`src/alt_pkg.sv`:
```
// package for the address lookup table manual access block
// assumes a single aclk domain and an axi4-lite register slave
package alt_pkg;
	// register indices; byte address is four times the index
	localparam logic [15:0] ALT_IDX_COMMAND        = 16'h1800;
	localparam logic [15:0] ALT_IDX_WRITE_LOW      = 16'h1801;
	localparam logic [15:0] ALT_IDX_WRITE_HIGH     = 16'h1802;
	localparam logic [15:0] ALT_IDX_READ_LOW       = 16'h1803;
	localparam logic [15:0] ALT_IDX_READ_HIGH      = 16'h1804;
	localparam logic [15:0] ALT_IDX_COMMAND_STATUS = 16'h1805;

	localparam int ALT_BIT_GET_NEXT   = 0;
	localparam int ALT_BIT_GET_FIRST  = 1;
	localparam int ALT_BIT_MAKE_ENTRY = 2;
	localparam int ALT_BIT_VALID      = 24;
	localparam int ALT_BIT_STATIC     = 22;
	localparam int ALT_BIT_FILTER     = 21;
	localparam int ALT_BIT_MAKE_PEND  = 0;
	localparam int ALT_BIT_READ_VALID = 1;
	localparam int ALT_MAC_HIGH_BITS  = 16;

	localparam int ALT_DEPTH     = 16;
	localparam int ALT_IDX_WIDTH = 4;

	localparam logic [31:0] ALT_RESET_WORD = 32'h0000_0000;
	localparam logic [1:0]  ALT_RESP_OKAY  = 2'h0;
	localparam logic [1:0]  ALT_RESP_SLVERR = 2'h2;
endpackage

```
`src/alt_table_if.sv`:
```
// carries table requests between the register front end and the table store
// assumes both ends run on aclk
interface alt_table_if;
	import alt_pkg::*;
	logic                     make_strobe;
	logic [31:0]              make_low;
	logic [31:0]              make_high;
	logic                     read_strobe;
	logic [ALT_IDX_WIDTH-1:0] read_index;
	logic                     busy;
	logic                     entry_valid;
	logic [31:0]              entry_low;
	logic [31:0]              entry_high;
	modport front (output make_strobe, make_low, make_high, read_strobe, read_index,
		input busy, entry_valid, entry_low, entry_high);
	modport store (input make_strobe, make_low, make_high, read_strobe, read_index,
		output busy, entry_valid, entry_low, entry_high);
endinterface

```
`src/alt_table_store.sv`:
```
// table storage in flip-flops; finds a slot and writes one entry per make
// assumes the front end issues one make at a time and waits on busy
module alt_table_store
	import alt_pkg::*;
(
	input  wire logic  aclk,
	input  wire logic  aresetn,
	alt_table_if.store tbl
);
	logic [31:0]              low_mem   [ALT_DEPTH];
	logic [31:0]              high_mem  [ALT_DEPTH];
	logic [ALT_DEPTH-1:0]     valid_mem;
	logic                     busy;
	logic [ALT_IDX_WIDTH-1:0] slot;
	logic                     slot_found;

	// -------------------------------------------------------------
	// slot choice: the matching address wins, else the first free slot
	// -------------------------------------------------------------
	always_comb begin
		slot       = '0;
		slot_found = 1'b0;
		for (int i = ALT_DEPTH - 1; i >= 0; i--) begin
			if (!valid_mem[i]) begin
				slot       = ALT_IDX_WIDTH'(i);
				slot_found = 1'b1;
			end
		end
		for (int i = ALT_DEPTH - 1; i >= 0; i--) begin
			if (valid_mem[i] && low_mem[i] == tbl.make_low
				&& high_mem[i][ALT_MAC_HIGH_BITS-1:0] == tbl.make_high[ALT_MAC_HIGH_BITS-1:0]) begin
				slot       = ALT_IDX_WIDTH'(i);
				slot_found = 1'b1;
			end
		end
	end

	// -------------------------------------------------------------
	// write side; a clear valid bit deletes the matched entry
	// -------------------------------------------------------------
	always_ff @(posedge aclk) begin
		if (!aresetn) begin
			valid_mem <= '0;
			busy      <= 1'b0;
		end else begin
			busy <= tbl.make_strobe;
			if (tbl.make_strobe && slot_found) begin
				low_mem[slot]   <= tbl.make_low;
				high_mem[slot]  <= tbl.make_high;
				valid_mem[slot] <= tbl.make_high[ALT_BIT_VALID];
			end
		end
	end

	assign tbl.busy        = busy;
	// only a running scan may see a valid slot, so a stale pointer never loads data
	assign tbl.entry_valid = tbl.read_strobe && valid_mem[tbl.read_index];
	assign tbl.entry_low   = low_mem[tbl.read_index];
	assign tbl.entry_high  = high_mem[tbl.read_index];
endmodule

```
`src/alt_manual_access.sv`:
```
// axi4-lite front end for manual table access: command, staging, read-back
// assumes aclk at 25 MHz, synchronous active-low reset, one access at a time
module alt_manual_access
	import alt_pkg::*;
(
	input  wire logic        aclk,
	input  wire logic        aresetn,
	input  wire logic [31:0] s_axi_awaddr,
	input  wire logic        s_axi_awvalid,
	output logic             s_axi_awready,
	input  wire logic [31:0] s_axi_wdata,
	input  wire logic [3:0]  s_axi_wstrb,
	input  wire logic        s_axi_wvalid,
	output logic             s_axi_wready,
	output logic [1:0]       s_axi_bresp,
	output logic             s_axi_bvalid,
	input  wire logic        s_axi_bready,
	input  wire logic [31:0] s_axi_araddr,
	input  wire logic        s_axi_arvalid,
	output logic             s_axi_arready,
	output logic [31:0]      s_axi_rdata,
	output logic [1:0]       s_axi_rresp,
	output logic             s_axi_rvalid,
	input  wire logic        s_axi_rready,
	output logic             entry_multicast,
	output logic             entry_static,
	output logic             entry_filter
);
	typedef enum logic [1:0] {ALT_WALK_IDLE, ALT_WALK_SCAN} alt_walk_type;

	alt_table_if tbl ();

	logic [2:0]               table_command;
	logic [31:0]              table_write_data_low;
	logic [31:0]              table_write_data_high;
	logic [31:0]              table_read_data_low;
	logic [31:0]              table_read_data_high;
	logic                     make_pending;
	logic                     read_found;
	logic [ALT_IDX_WIDTH-1:0] read_pointer;
	logic [ALT_IDX_WIDTH:0]   scan_left;
	alt_walk_type             walk;
	logic [31:0]              aw_hold;
	logic                     aw_have;
	logic [31:0]              w_hold;
	logic [3:0]               ws_hold;
	logic                     w_have;
	logic                     make_strobe;

	function automatic logic [15:0] reg_index(input logic [31:0] addr);
		return addr[17:2];
	endfunction

	function automatic logic [31:0] merge(input logic [31:0] old, input logic [31:0] data,
		input logic [3:0] strb);
		for (int b = 0; b < 4; b++)
			if (strb[b])
				old[b*8 +: 8] = data[b*8 +: 8];
		return old;
	endfunction

	// -------------------------------------------------------------
	// write channel capture and decode
	// -------------------------------------------------------------
	wire        write_go    = aw_have && w_have && !s_axi_bvalid;
	wire        aw_take     = s_axi_awvalid && s_axi_awready;
	wire        w_take      = s_axi_wvalid && s_axi_wready;
	wire [15:0] write_index = reg_index(aw_hold);
	wire        wr_cmd      = write_go && write_index == ALT_IDX_COMMAND;
	wire        wr_low      = write_go && write_index == ALT_IDX_WRITE_LOW;
	wire        wr_high     = write_go && write_index == ALT_IDX_WRITE_HIGH;
	wire        wr_ro       = write_go && (write_index == ALT_IDX_READ_LOW
		|| write_index == ALT_IDX_READ_HIGH || write_index == ALT_IDX_COMMAND_STATUS);
	wire [31:0] cmd_word    = merge({29'h0, table_command}, w_hold, ws_hold);
	wire [2:0]  next_command = cmd_word[2:0];
	wire [2:0]  cmd_rise    = wr_cmd ? (next_command & ~table_command) : 3'h0;

	always_ff @(posedge aclk) begin
		if (!aresetn) begin
			aw_have      <= 1'b0;
			w_have       <= 1'b0;
			aw_hold      <= ALT_RESET_WORD;
			w_hold       <= ALT_RESET_WORD;
			ws_hold      <= 4'h0;
			s_axi_bvalid <= 1'b0;
			s_axi_bresp  <= ALT_RESP_OKAY;
			s_axi_awready <= 1'b0;
			s_axi_wready  <= 1'b0;
		end else begin
			// ready is a flop: low from the take until the held pair is consumed
			s_axi_awready <= write_go || (!aw_have && !aw_take);
			s_axi_wready  <= write_go || (!w_have && !w_take);
			if (s_axi_awvalid && s_axi_awready) begin
				aw_have <= 1'b1;
				aw_hold <= s_axi_awaddr;
			end
			if (s_axi_wvalid && s_axi_wready) begin
				w_have  <= 1'b1;
				w_hold  <= s_axi_wdata;
				ws_hold <= s_axi_wstrb;
			end
			if (write_go) begin
				aw_have      <= 1'b0;
				w_have       <= 1'b0;
				s_axi_bvalid <= 1'b1;
				s_axi_bresp  <= (wr_cmd || wr_low || wr_high || wr_ro) ? ALT_RESP_OKAY : ALT_RESP_SLVERR;
			end else if (s_axi_bready) begin
				s_axi_bvalid <= 1'b0;
			end
		end
	end

	// -------------------------------------------------------------
	// command, staging and status registers
	// -------------------------------------------------------------
	assign make_strobe = cmd_rise[ALT_BIT_MAKE_ENTRY];

	always_ff @(posedge aclk) begin
		if (!aresetn) begin
			table_command         <= 3'h0;
			table_write_data_low  <= ALT_RESET_WORD;
			table_write_data_high <= ALT_RESET_WORD;
			make_pending          <= 1'b0;
		end else begin
			if (wr_cmd)
				table_command <= next_command;
			if (wr_low)
				table_write_data_low <= merge(table_write_data_low, w_hold, ws_hold);
			if (wr_high)
				table_write_data_high <= merge(table_write_data_high, w_hold, ws_hold);
			if (make_strobe)
				make_pending <= 1'b1;
			else if (tbl.busy)
				make_pending <= 1'b0;
		end
	end

	// -------------------------------------------------------------
	// read pointer walk: one slot per cycle, the whole table on get first, the other 15 slots on get next
	// -------------------------------------------------------------
	always_ff @(posedge aclk) begin
		if (!aresetn) begin
			walk                 <= ALT_WALK_IDLE;
			read_pointer         <= '0;
			scan_left            <= '0;
			read_found           <= 1'b0;
			table_read_data_low  <= ALT_RESET_WORD;
			table_read_data_high <= ALT_RESET_WORD;
		end else begin
			case (walk)
				ALT_WALK_IDLE: begin
					if (cmd_rise[ALT_BIT_GET_FIRST]) begin
						read_pointer <= '0;
						scan_left    <= (ALT_IDX_WIDTH+1)'(ALT_DEPTH);
						walk         <= ALT_WALK_SCAN;
					end else if (cmd_rise[ALT_BIT_GET_NEXT]) begin
						read_pointer <= read_pointer + 1'b1;
						scan_left    <= (ALT_IDX_WIDTH+1)'(ALT_DEPTH - 1);
						walk         <= ALT_WALK_SCAN;
					end
				end
				ALT_WALK_SCAN: begin
					if (scan_left == '0) begin
						read_found           <= 1'b0;
						table_read_data_low  <= ALT_RESET_WORD;
						table_read_data_high <= ALT_RESET_WORD;
						walk                 <= ALT_WALK_IDLE;
					end else if (tbl.entry_valid) begin
						read_found           <= 1'b1;
						table_read_data_low  <= tbl.entry_low;
						table_read_data_high <= tbl.entry_high;
						walk                 <= ALT_WALK_IDLE;
					end else begin
						read_pointer <= read_pointer + 1'b1;
						scan_left    <= scan_left - 1'b1;
					end
				end
				default: walk <= ALT_WALK_IDLE;
			endcase
		end
	end

	assign tbl.make_strobe = make_strobe;
	assign tbl.make_low    = table_write_data_low;
	assign tbl.make_high   = table_write_data_high;
	assign tbl.read_strobe = walk == ALT_WALK_SCAN;
	assign tbl.read_index  = read_pointer;

	alt_table_store store (
		.aclk    (aclk),
		.aresetn (aresetn),
		.tbl     (tbl)
	);

	// -------------------------------------------------------------
	// read channel
	// -------------------------------------------------------------
	wire [15:0] read_index = reg_index(s_axi_araddr);
	wire        read_hit   = read_index >= ALT_IDX_COMMAND && read_index <= ALT_IDX_COMMAND_STATUS;
	wire        walk_busy  = walk != ALT_WALK_IDLE;
	wire [31:0] status_word = {30'h0, read_found && !walk_busy, make_pending || walk_busy};
	wire [31:0] read_word  =
		read_index == ALT_IDX_COMMAND        ? {29'h0, table_command} :
		read_index == ALT_IDX_WRITE_LOW      ? table_write_data_low :
		read_index == ALT_IDX_WRITE_HIGH     ? table_write_data_high :
		read_index == ALT_IDX_READ_LOW       ? table_read_data_low :
		read_index == ALT_IDX_READ_HIGH      ? table_read_data_high :
		read_index == ALT_IDX_COMMAND_STATUS ? status_word : ALT_RESET_WORD;

	always_ff @(posedge aclk) begin
		if (!aresetn) begin
			s_axi_arready <= 1'b0;
			s_axi_rvalid  <= 1'b0;
			s_axi_rdata   <= ALT_RESET_WORD;
			s_axi_rresp   <= ALT_RESP_OKAY;
		end else begin
			s_axi_arready <= !s_axi_rvalid && !s_axi_arready && s_axi_arvalid;
			if (s_axi_arvalid && s_axi_arready) begin
				s_axi_rvalid <= 1'b1;
				s_axi_rdata  <= read_word;
				s_axi_rresp  <= read_hit ? ALT_RESP_OKAY : ALT_RESP_SLVERR;
			end else if (s_axi_rready) begin
				s_axi_rvalid <= 1'b0;
			end
		end
	end

	// -------------------------------------------------------------
	// staged entry flags, seen by the forwarding path
	// -------------------------------------------------------------
	always_ff @(posedge aclk) begin
		if (!aresetn) begin
			entry_multicast <= 1'b0;
			entry_static    <= 1'b0;
			entry_filter    <= 1'b0;
		end else begin
			entry_multicast <= table_write_data_low[0];
			entry_static    <= table_write_data_high[ALT_BIT_STATIC];
			entry_filter    <= table_write_data_high[ALT_BIT_FILTER];
		end
	end
endmodule

```
`config.mk`:
```
export PLATFORM = sky130hd
export DESIGN_NAME = alt_manual_access
export DESIGN_NICKNAME = d
export VERILOG_FILES = /design/src/alt_pkg.sv /design/src/alt_table_if.sv /design/src/alt_table_store.sv /design/src/alt_manual_access.sv
export SDC_FILE = /design/constraint.sdc
export NUM_CORES = 2
export LEC_CHECK = 0
export ABC_AREA = 1
export BUFFER_PORTS_ARGS = -buffer_cell sky130_fd_sc_hd__buf_4
export CAP_MARGIN = 20
export CORE_MARGIN = 2
export CORE_UTILIZATION = 44
export CTS_BUF_LIST = sky130_fd_sc_hd__clkbuf_16
export DETAILED_ROUTE_END_ITERATION = 10
export SKIP_CTS_REPAIR_TIMING = 1
export SYNTH_ARGS = -nofsm -noshare
export SYNTH_HDL_FRONTEND = slang
export SYNTH_SLANG_ARGS = --single-unit
```
`constraint.sdc`:
```
create_clock -name aclk -period 25 [get_ports aclk]
set_clock_uncertainty 0.15 [all_clocks]
set_input_delay 5 -clock aclk [delete_from_list [all_inputs] [get_ports aclk]]
set_output_delay 5 -clock aclk [all_outputs]
set_load 0.05 [all_outputs]
```
* Yosys cells after proc, flatten, opt, wreduce, memory -nomap -nowiden *
Memories as Yosys holds them, arrays and structs flattened. A register that Yosys moved wholly into a read port is not among the register bits.
Cells that the tools add are included.

word-level totals
  bits in writable memories = 1024
  register bits after elaboration = 261
  output and inout port bits = 44
  bits of input ports = 107
  logic and storage cells = 294
  memories kept = 2

memory list
  name            depth  width  rd ports  clocked after memory_dff  write ports  line                   source
  store.high_mem  16     32     17        1                         1            alt_table_store.sv:11  logic [31:0] high_mem [ALT_DEPTH];
  store.low_mem   16     32     17        1                         1            alt_table_store.sv:10  logic [31:0] low_mem [ALT_DEPTH];

operators by class
  reduce and logical (&&, ||, !) cells = 86
  $add $sub $neg = 2
  equal/unequal tests = 49
  order comparisons = 5
  mux-type cells = 113
  bitwise operators = 3

operator list
  operator                                               number
  equality test 32 bit                                   16
  2-to-1 mux 32 bit                                      9
  equality test 16 bit                                   16
  equality test 16 x 13 -> 1 bit, second input constant  12
  2-to-1 mux 4 bit                                       40
  logical AND 1 bit                                      50
  2-to-1 mux 1 bit                                       45
  2-to-1 mux 5 bit                                       4
  AND reduction 2 bit                                    10
  bitwise mux 16 bit                                     1
  >= comparator 16 x 13 -> 1 bit, second input constant  1
  <= comparator 16 x 13 -> 1 bit, second input constant  1
  2-to-1 mux 2 bit                                       7
  nonzero test 2 bit                                     6
  < comparator 4 x 5 -> 1 bit, second input constant     2
  case mux 5 bit (2 select lines)                        1
  logical NOT 1 bit                                      8
  logical OR 1 bit                                       8
  case mux 4 bit (2 select lines)                        1
  2-to-1 mux 3 bit                                       2
  inequality test 3 bit, second input constant           2
  logical NOT 5 bit                                      1
  subtractor 5 x 1 -> 5 bit, second input constant       1
  adder 4 x 1 -> 4 bit, second input constant            1
  12 further kinds                                       13

* Longest topological paths before layout *
  depth after elaboration = 37
  depth in mapped cells = 36

* Hierarchy *
Synthesis repeated with hierarchy kept, for this count alone.

unflattened totals
  cell total of the unflattened synthesis = 7863
  area total of the unflattened synthesis = 68471.9 µm²

modules (own cells, without submodules)
  module             area an instance (µm²)  sequential area each (µm²)  instances  cells each
  alt_table_store    58398.5                 31089.8                     1          6504
  alt_manual_access  10073.4                 4784.6                      1          1359

* Least setup slack after synthesis *
No wires, ideal clock.

  path type = input to register
  from = input aresetn
  to = memory store.high_mem[6][0], enable pin
  stages on the path = 4
  data arrival time = 11858 ps
  buffers on the path = 2
  setup slack = 12348 ps
  setup time = 644 ps
  cell sequence = clkbuf_1 inv_2 dlygate4sd1_1 nor4_1

on the way
  word-level cells in the longest chain between the ends = 2

RTL lines
  what                                    line                    source
  start: declaration                      alt_manual_access.sv:7  input wire logic aresetn,
  2-to-1 mux 1 bit                        alt_table_store.sv:42   if (!aresetn) begin
  2-to-1 mux 1 bit (not written as such)  alt_table_store.sv:49   high_mem[slot] <= tbl.make_high;
  end: declaration                        alt_table_store.sv:11

Every way passes these cells.

* Worst setup path after layout *
  from = input s_axi_araddr[17]
  to = register s_axi_rdata[13]

on the way
  word-level cells in the longest chain between the ends = 6
  elaborated cells on any way between the ends = 10
  those cells by class = eq/ne: 5; mux: 5

RTL lines
  what                            line                      source
  start: declaration              alt_manual_access.sv:18   input wire logic [31:0] s_axi_araddr,
  equality test 16 x 13 -> 1 bit  alt_manual_access.sv:207  read_index == ALT_IDX_READ_HIGH ? table_read_data_high :
  2-to-1 mux 32 bit               alt_manual_access.sv:207
  2-to-1 mux 32 bit               alt_manual_access.sv:206  read_index == ALT_IDX_READ_LOW ? table_read_data_low :
  2-to-1 mux 32 bit               alt_manual_access.sv:205  read_index == ALT_IDX_WRITE_HIGH ? table_write_data_high :
  2-to-1 mux 32 bit               alt_manual_access.sv:204  read_index == ALT_IDX_WRITE_LOW ? table_write_data_low :
  2-to-1 mux 32 bit *             alt_manual_access.sv:203  read_index == ALT_IDX_COMMAND ? {29'h0, table_command} :
  end signal: assignment          alt_manual_access.sv:220  s_axi_rdata <= read_word;
  end: declaration                alt_manual_access.sv:21   output logic [31:0] s_axi_rdata,

Every way passes the cells marked *; elsewhere a longest branch is shown, timed or not.
A chain may end at the register's enable or synchronous reset.

==> impl_metrics.csv <==
group,metric,value,unit
pwr,p_per_area,60.5,nW/um^2
pwr,vdd_drop_max,0.0722,mV
status,outcome,"completed",
cts,cts_max_path_buffers,3,
worst_setup_path,startpoint,"s_axi_araddr[17]",
worst_setup_path,critPathMaxFanout,21,
cts,path_clk_slew,0.06,ns
synth,synth-edff-count,1024,
sta,maxSlewHeadroom,0.137,
synth,synth_top_area_frac,0.451,
hold_path,hp-class,"flop to flop",
cts,clkSinkCount,1284,
final_layout,multi_input_area,26900,um^2
grt,grt_pass1_vias,59357,
synth,synth_top_cell_by_area,"edfxtp_1",
floorplan,die_y,398,um
synth,yosys.cell_types.count,71,
sta,setup_tns,0,ns
worst_setup_path,endpoint_kind,"flop",
floorplan,fp.dieW,398,um
sta,max_freq,124,MHz
grt,grt_overflow_total,0,
drt,wirelength,380000,um
placed_design,postPlaceCellArea,71000,um^2
drt,top_layer,"met5",
sta,hold_viol,0,
grt,track_usage,0.468,
worst_setup_path,path_buf_inv,5,
floorplan,die-area,158000,um^2
final_layout,layout_commonest_cell,"nor2_1",
final_layout,final_cells,10004,
synth,ys_seq_area_frac,0.527,
sta,rsz0062_at_grt,"false",
drt,drtPass1Iterations,6,
drt,wl_met2,156000,um
cts,cts-root-buf,"clkbuf_16",
cts,htree_levels,4,
sta,finalCriticalPeriod,8.07,ns
worst_setup_path,cp_common_cell,"nor2_1",
synth,syn_avg_cell_area,8.75,um^2
worst_setup_path,path_cells,"buf_4 > nor2_1 > nand3_1 > nor4_1 > inv_1 > nor2_1 > inv_1 > nor2_1 > buf_4 > clkinv_1 > nand3_1 > o2111ai_1 > o211ai_1 > a21oi_1",
sta,setup_violations,0,
grt,antenna_found_initial,42,
worst_setup_path,cp_data_required_time,25.50,ns
placed_design,port_buffers,116,
synth,synth_cells,7786,
grt,grt_max_degree,178,
floorplan,core_area,154000,um^2
final_layout,layout-drive-gt1-share,0.0998,
final_layout,syn_to_final_growth,11.8,%
synth,synth_area,68200,um^2
hold_path,hp-start,"store.tbl.busy",
drt,drc,0,
synth,ys_ff_latch,1284,
final_layout,nFillCells,14820,
grt,grt_pass1_wl,503000,um
synth,yosys-top-cells-area,"edfxtp_1 45%, dfxtp_1 7.6%, nor2_1 6.6%",
worst_setup_path,arrival,8.57,ns
worst_setup_path,cpLargestDelayFamily,"buffers and inverters",
worst_setup_path,critPathSlowestCell,"clkinv_1",
sta,tightest_slew,1.28,ns
floorplan,start_util,0.443,
cts,clock_latency,0.85,ns
floorplan,io-pin-count,151,
synth,async_flop_share,0,
sta,slew_violations,0,
worst_setup_path,critPathKind,"input port to flop",
worst_setup_path,rr_startpoint,"table_write_data_low[21]",
drt,ant_nets,0,
final_layout,register_area,36000,um^2
synth,synthFlopType,"edfxtp_1",
worst_setup_path,max_stage_delay,0.72,ns
placed_design,place_inst,9702,
sta,period_share,0.323,
placed_design,hpwl,273000,um
drt,vias_per_cell,6.55,
pwr,finalPower,0.00461,W
sta,fin_hold_ws,0.285,ns
pwr,p_leak,28.6,nW
drt,met1_length,140000,um
placed_design,place.gp.congestion,1.10,
drt,met3_length,46800,um
final_layout,design_area,76200,um^2
cts,cts_tree,"built",
drt,post_drt_wl_per_cell,38.0,um
final_layout,final_cell_mix,"1,192 x nor2_1, 1,024 x edfxtp_1, 949 x nand2_1, 857 x o21ai_0, 808 x inv_1",
floorplan,rows,144,
drt,via_count,65553,
synth,yosys_warnings,0,
job,maxCapViolCount,0,
worst_setup_path,cp-start-kind,"input port",
drt,drt_iter0_drc,11740,
cts,cts_inserted_buffers,150,
final_layout,nets,7927,
-- area by class of cell --
| cell class | count | share of cell area |
|---|---|---|
| Sequential cell | 1284 | 0.473 |
| Multi-Input combinational cell | 5231 | 0.353 |
| Clock buffer | 151 | 0.0496 |
| Inverter | 832 | 0.0418 |
| Tap cell | 2044 | 0.0336 |
| Timing Repair Buffer | 318 | 0.0323 |
| Clock inverter | 126 | 0.0164 |
| Antenna cell | 18 | 0.000591 |
-- worst register-to-register path, stage by stage (launching register included) --
cell	delay, ns
dfxtp_2	0.31
buf_4	0.22
inv_2	0.62
buf_4	0.50
nor2_1	0.22
inv_1	0.08
nand4_1	0.08
nor3_1	0.32
nand4_1	0.21
nor4_2	0.31
nand4_1	0.43
nand2_1	0.36
nand2_1	0.08
nand2_1	0.17
nand2_1	0.09
nand2_1	0.14
nand2_1	0.07
nand2_1	0.09
nand2_1	0.12
nand2_1	0.11
nand2_2	0.07
nand2_4	0.10
nand2_4	0.13
nand2_4	0.14
nand3_2	0.15
nor2_4	0.79
buf_4	0.73
-- stage by stage --
step,util,setup slack (ns)
after floorplan,-,12.35
after global placement,0.461,16.22
after detailed placement,0.461,16.17
after CTS,0.494,16.98
after global routing,0.495,16.88
final,0.495,16.93
-- synthesized netlist by cell type (48+ instances only) --
cell type	instances
a21oi_1	524
buf_2	48
buf_4	48
buf_6	54
clkbuf_1	261
dfxtp_1	260
edfxtp_1	1024
inv_1	774
nand2_1	950
nand3_1	204
nand4_1	205
nor2_1	1207
nor3_1	170
nor4_1	230
o2111ai_1	67
o211ai_1	65
o21ai_0	859
o22ai_1	107
or2_2	68
xnor2_1	66
xor2_1	164
-- routing by layer --
metal / track usage / vias up
li1: - / 27392
met1: 0.597 / 31793
met2: 0.668 / 5139
met3: 0.133 / 1211
met4: 0.366 / 18
met5: 0 / -
-- power by group --
| group | switching (W) | internal (W) | total [W] |
|---|---|---|---|
| sequential | 0.00000708 | 0.00228 | 0.00229 |
| combinational | 0.0000307 | 0.0000162 | 0.0000469 |
| clock | 0.00101 | 0.00127 | 0.00228 |
-- cell families (layout without fill, tap and decap cells) --
logic type               after synthesis  after routing  share of synthesized area
AND/OR/NAND/NOR                     3191           3191                      0.212
AO/OA/AOI/OAI                       1805           1805                      0.150
flip-flops                          1284           1284                      0.527
buffers and inverters               1272           1427                     0.0807
XOR/XNOR                             230            230                     0.0296
adder cells (fa/ha/maj)                3              3                   0.000551
other                                  1             20                  0.0000550
-- registers in the layout, indices dropped and copies added, names as in the netlist, 3 cells and up, named ones only --
register / count
store.low_mem: 512
table_write_data_high: 32
w_hold: 32
scan_left: 5
table_read_data_high: 32
table_write_data_low: 32
table_read_data_low: 32
s_axi_rdata: 32
aw_hold: 16
ws_hold: 4
read_pointer: 4
store.high_mem: 512
table_command: 3
store.valid_mem: 16
-- final timing paths --
check / end / slack [ns] / cells after the start
hold reg to reg: make_pending / 0.29 / 1
hold / removal: make_pending / 0.29 / 1
setup reg to reg: store.high_mem[12][6] / 17.73 / 26
setup / recovery: s_axi_rdata[13] / 16.93 / 14
Power figures use the tool's default switching activity.
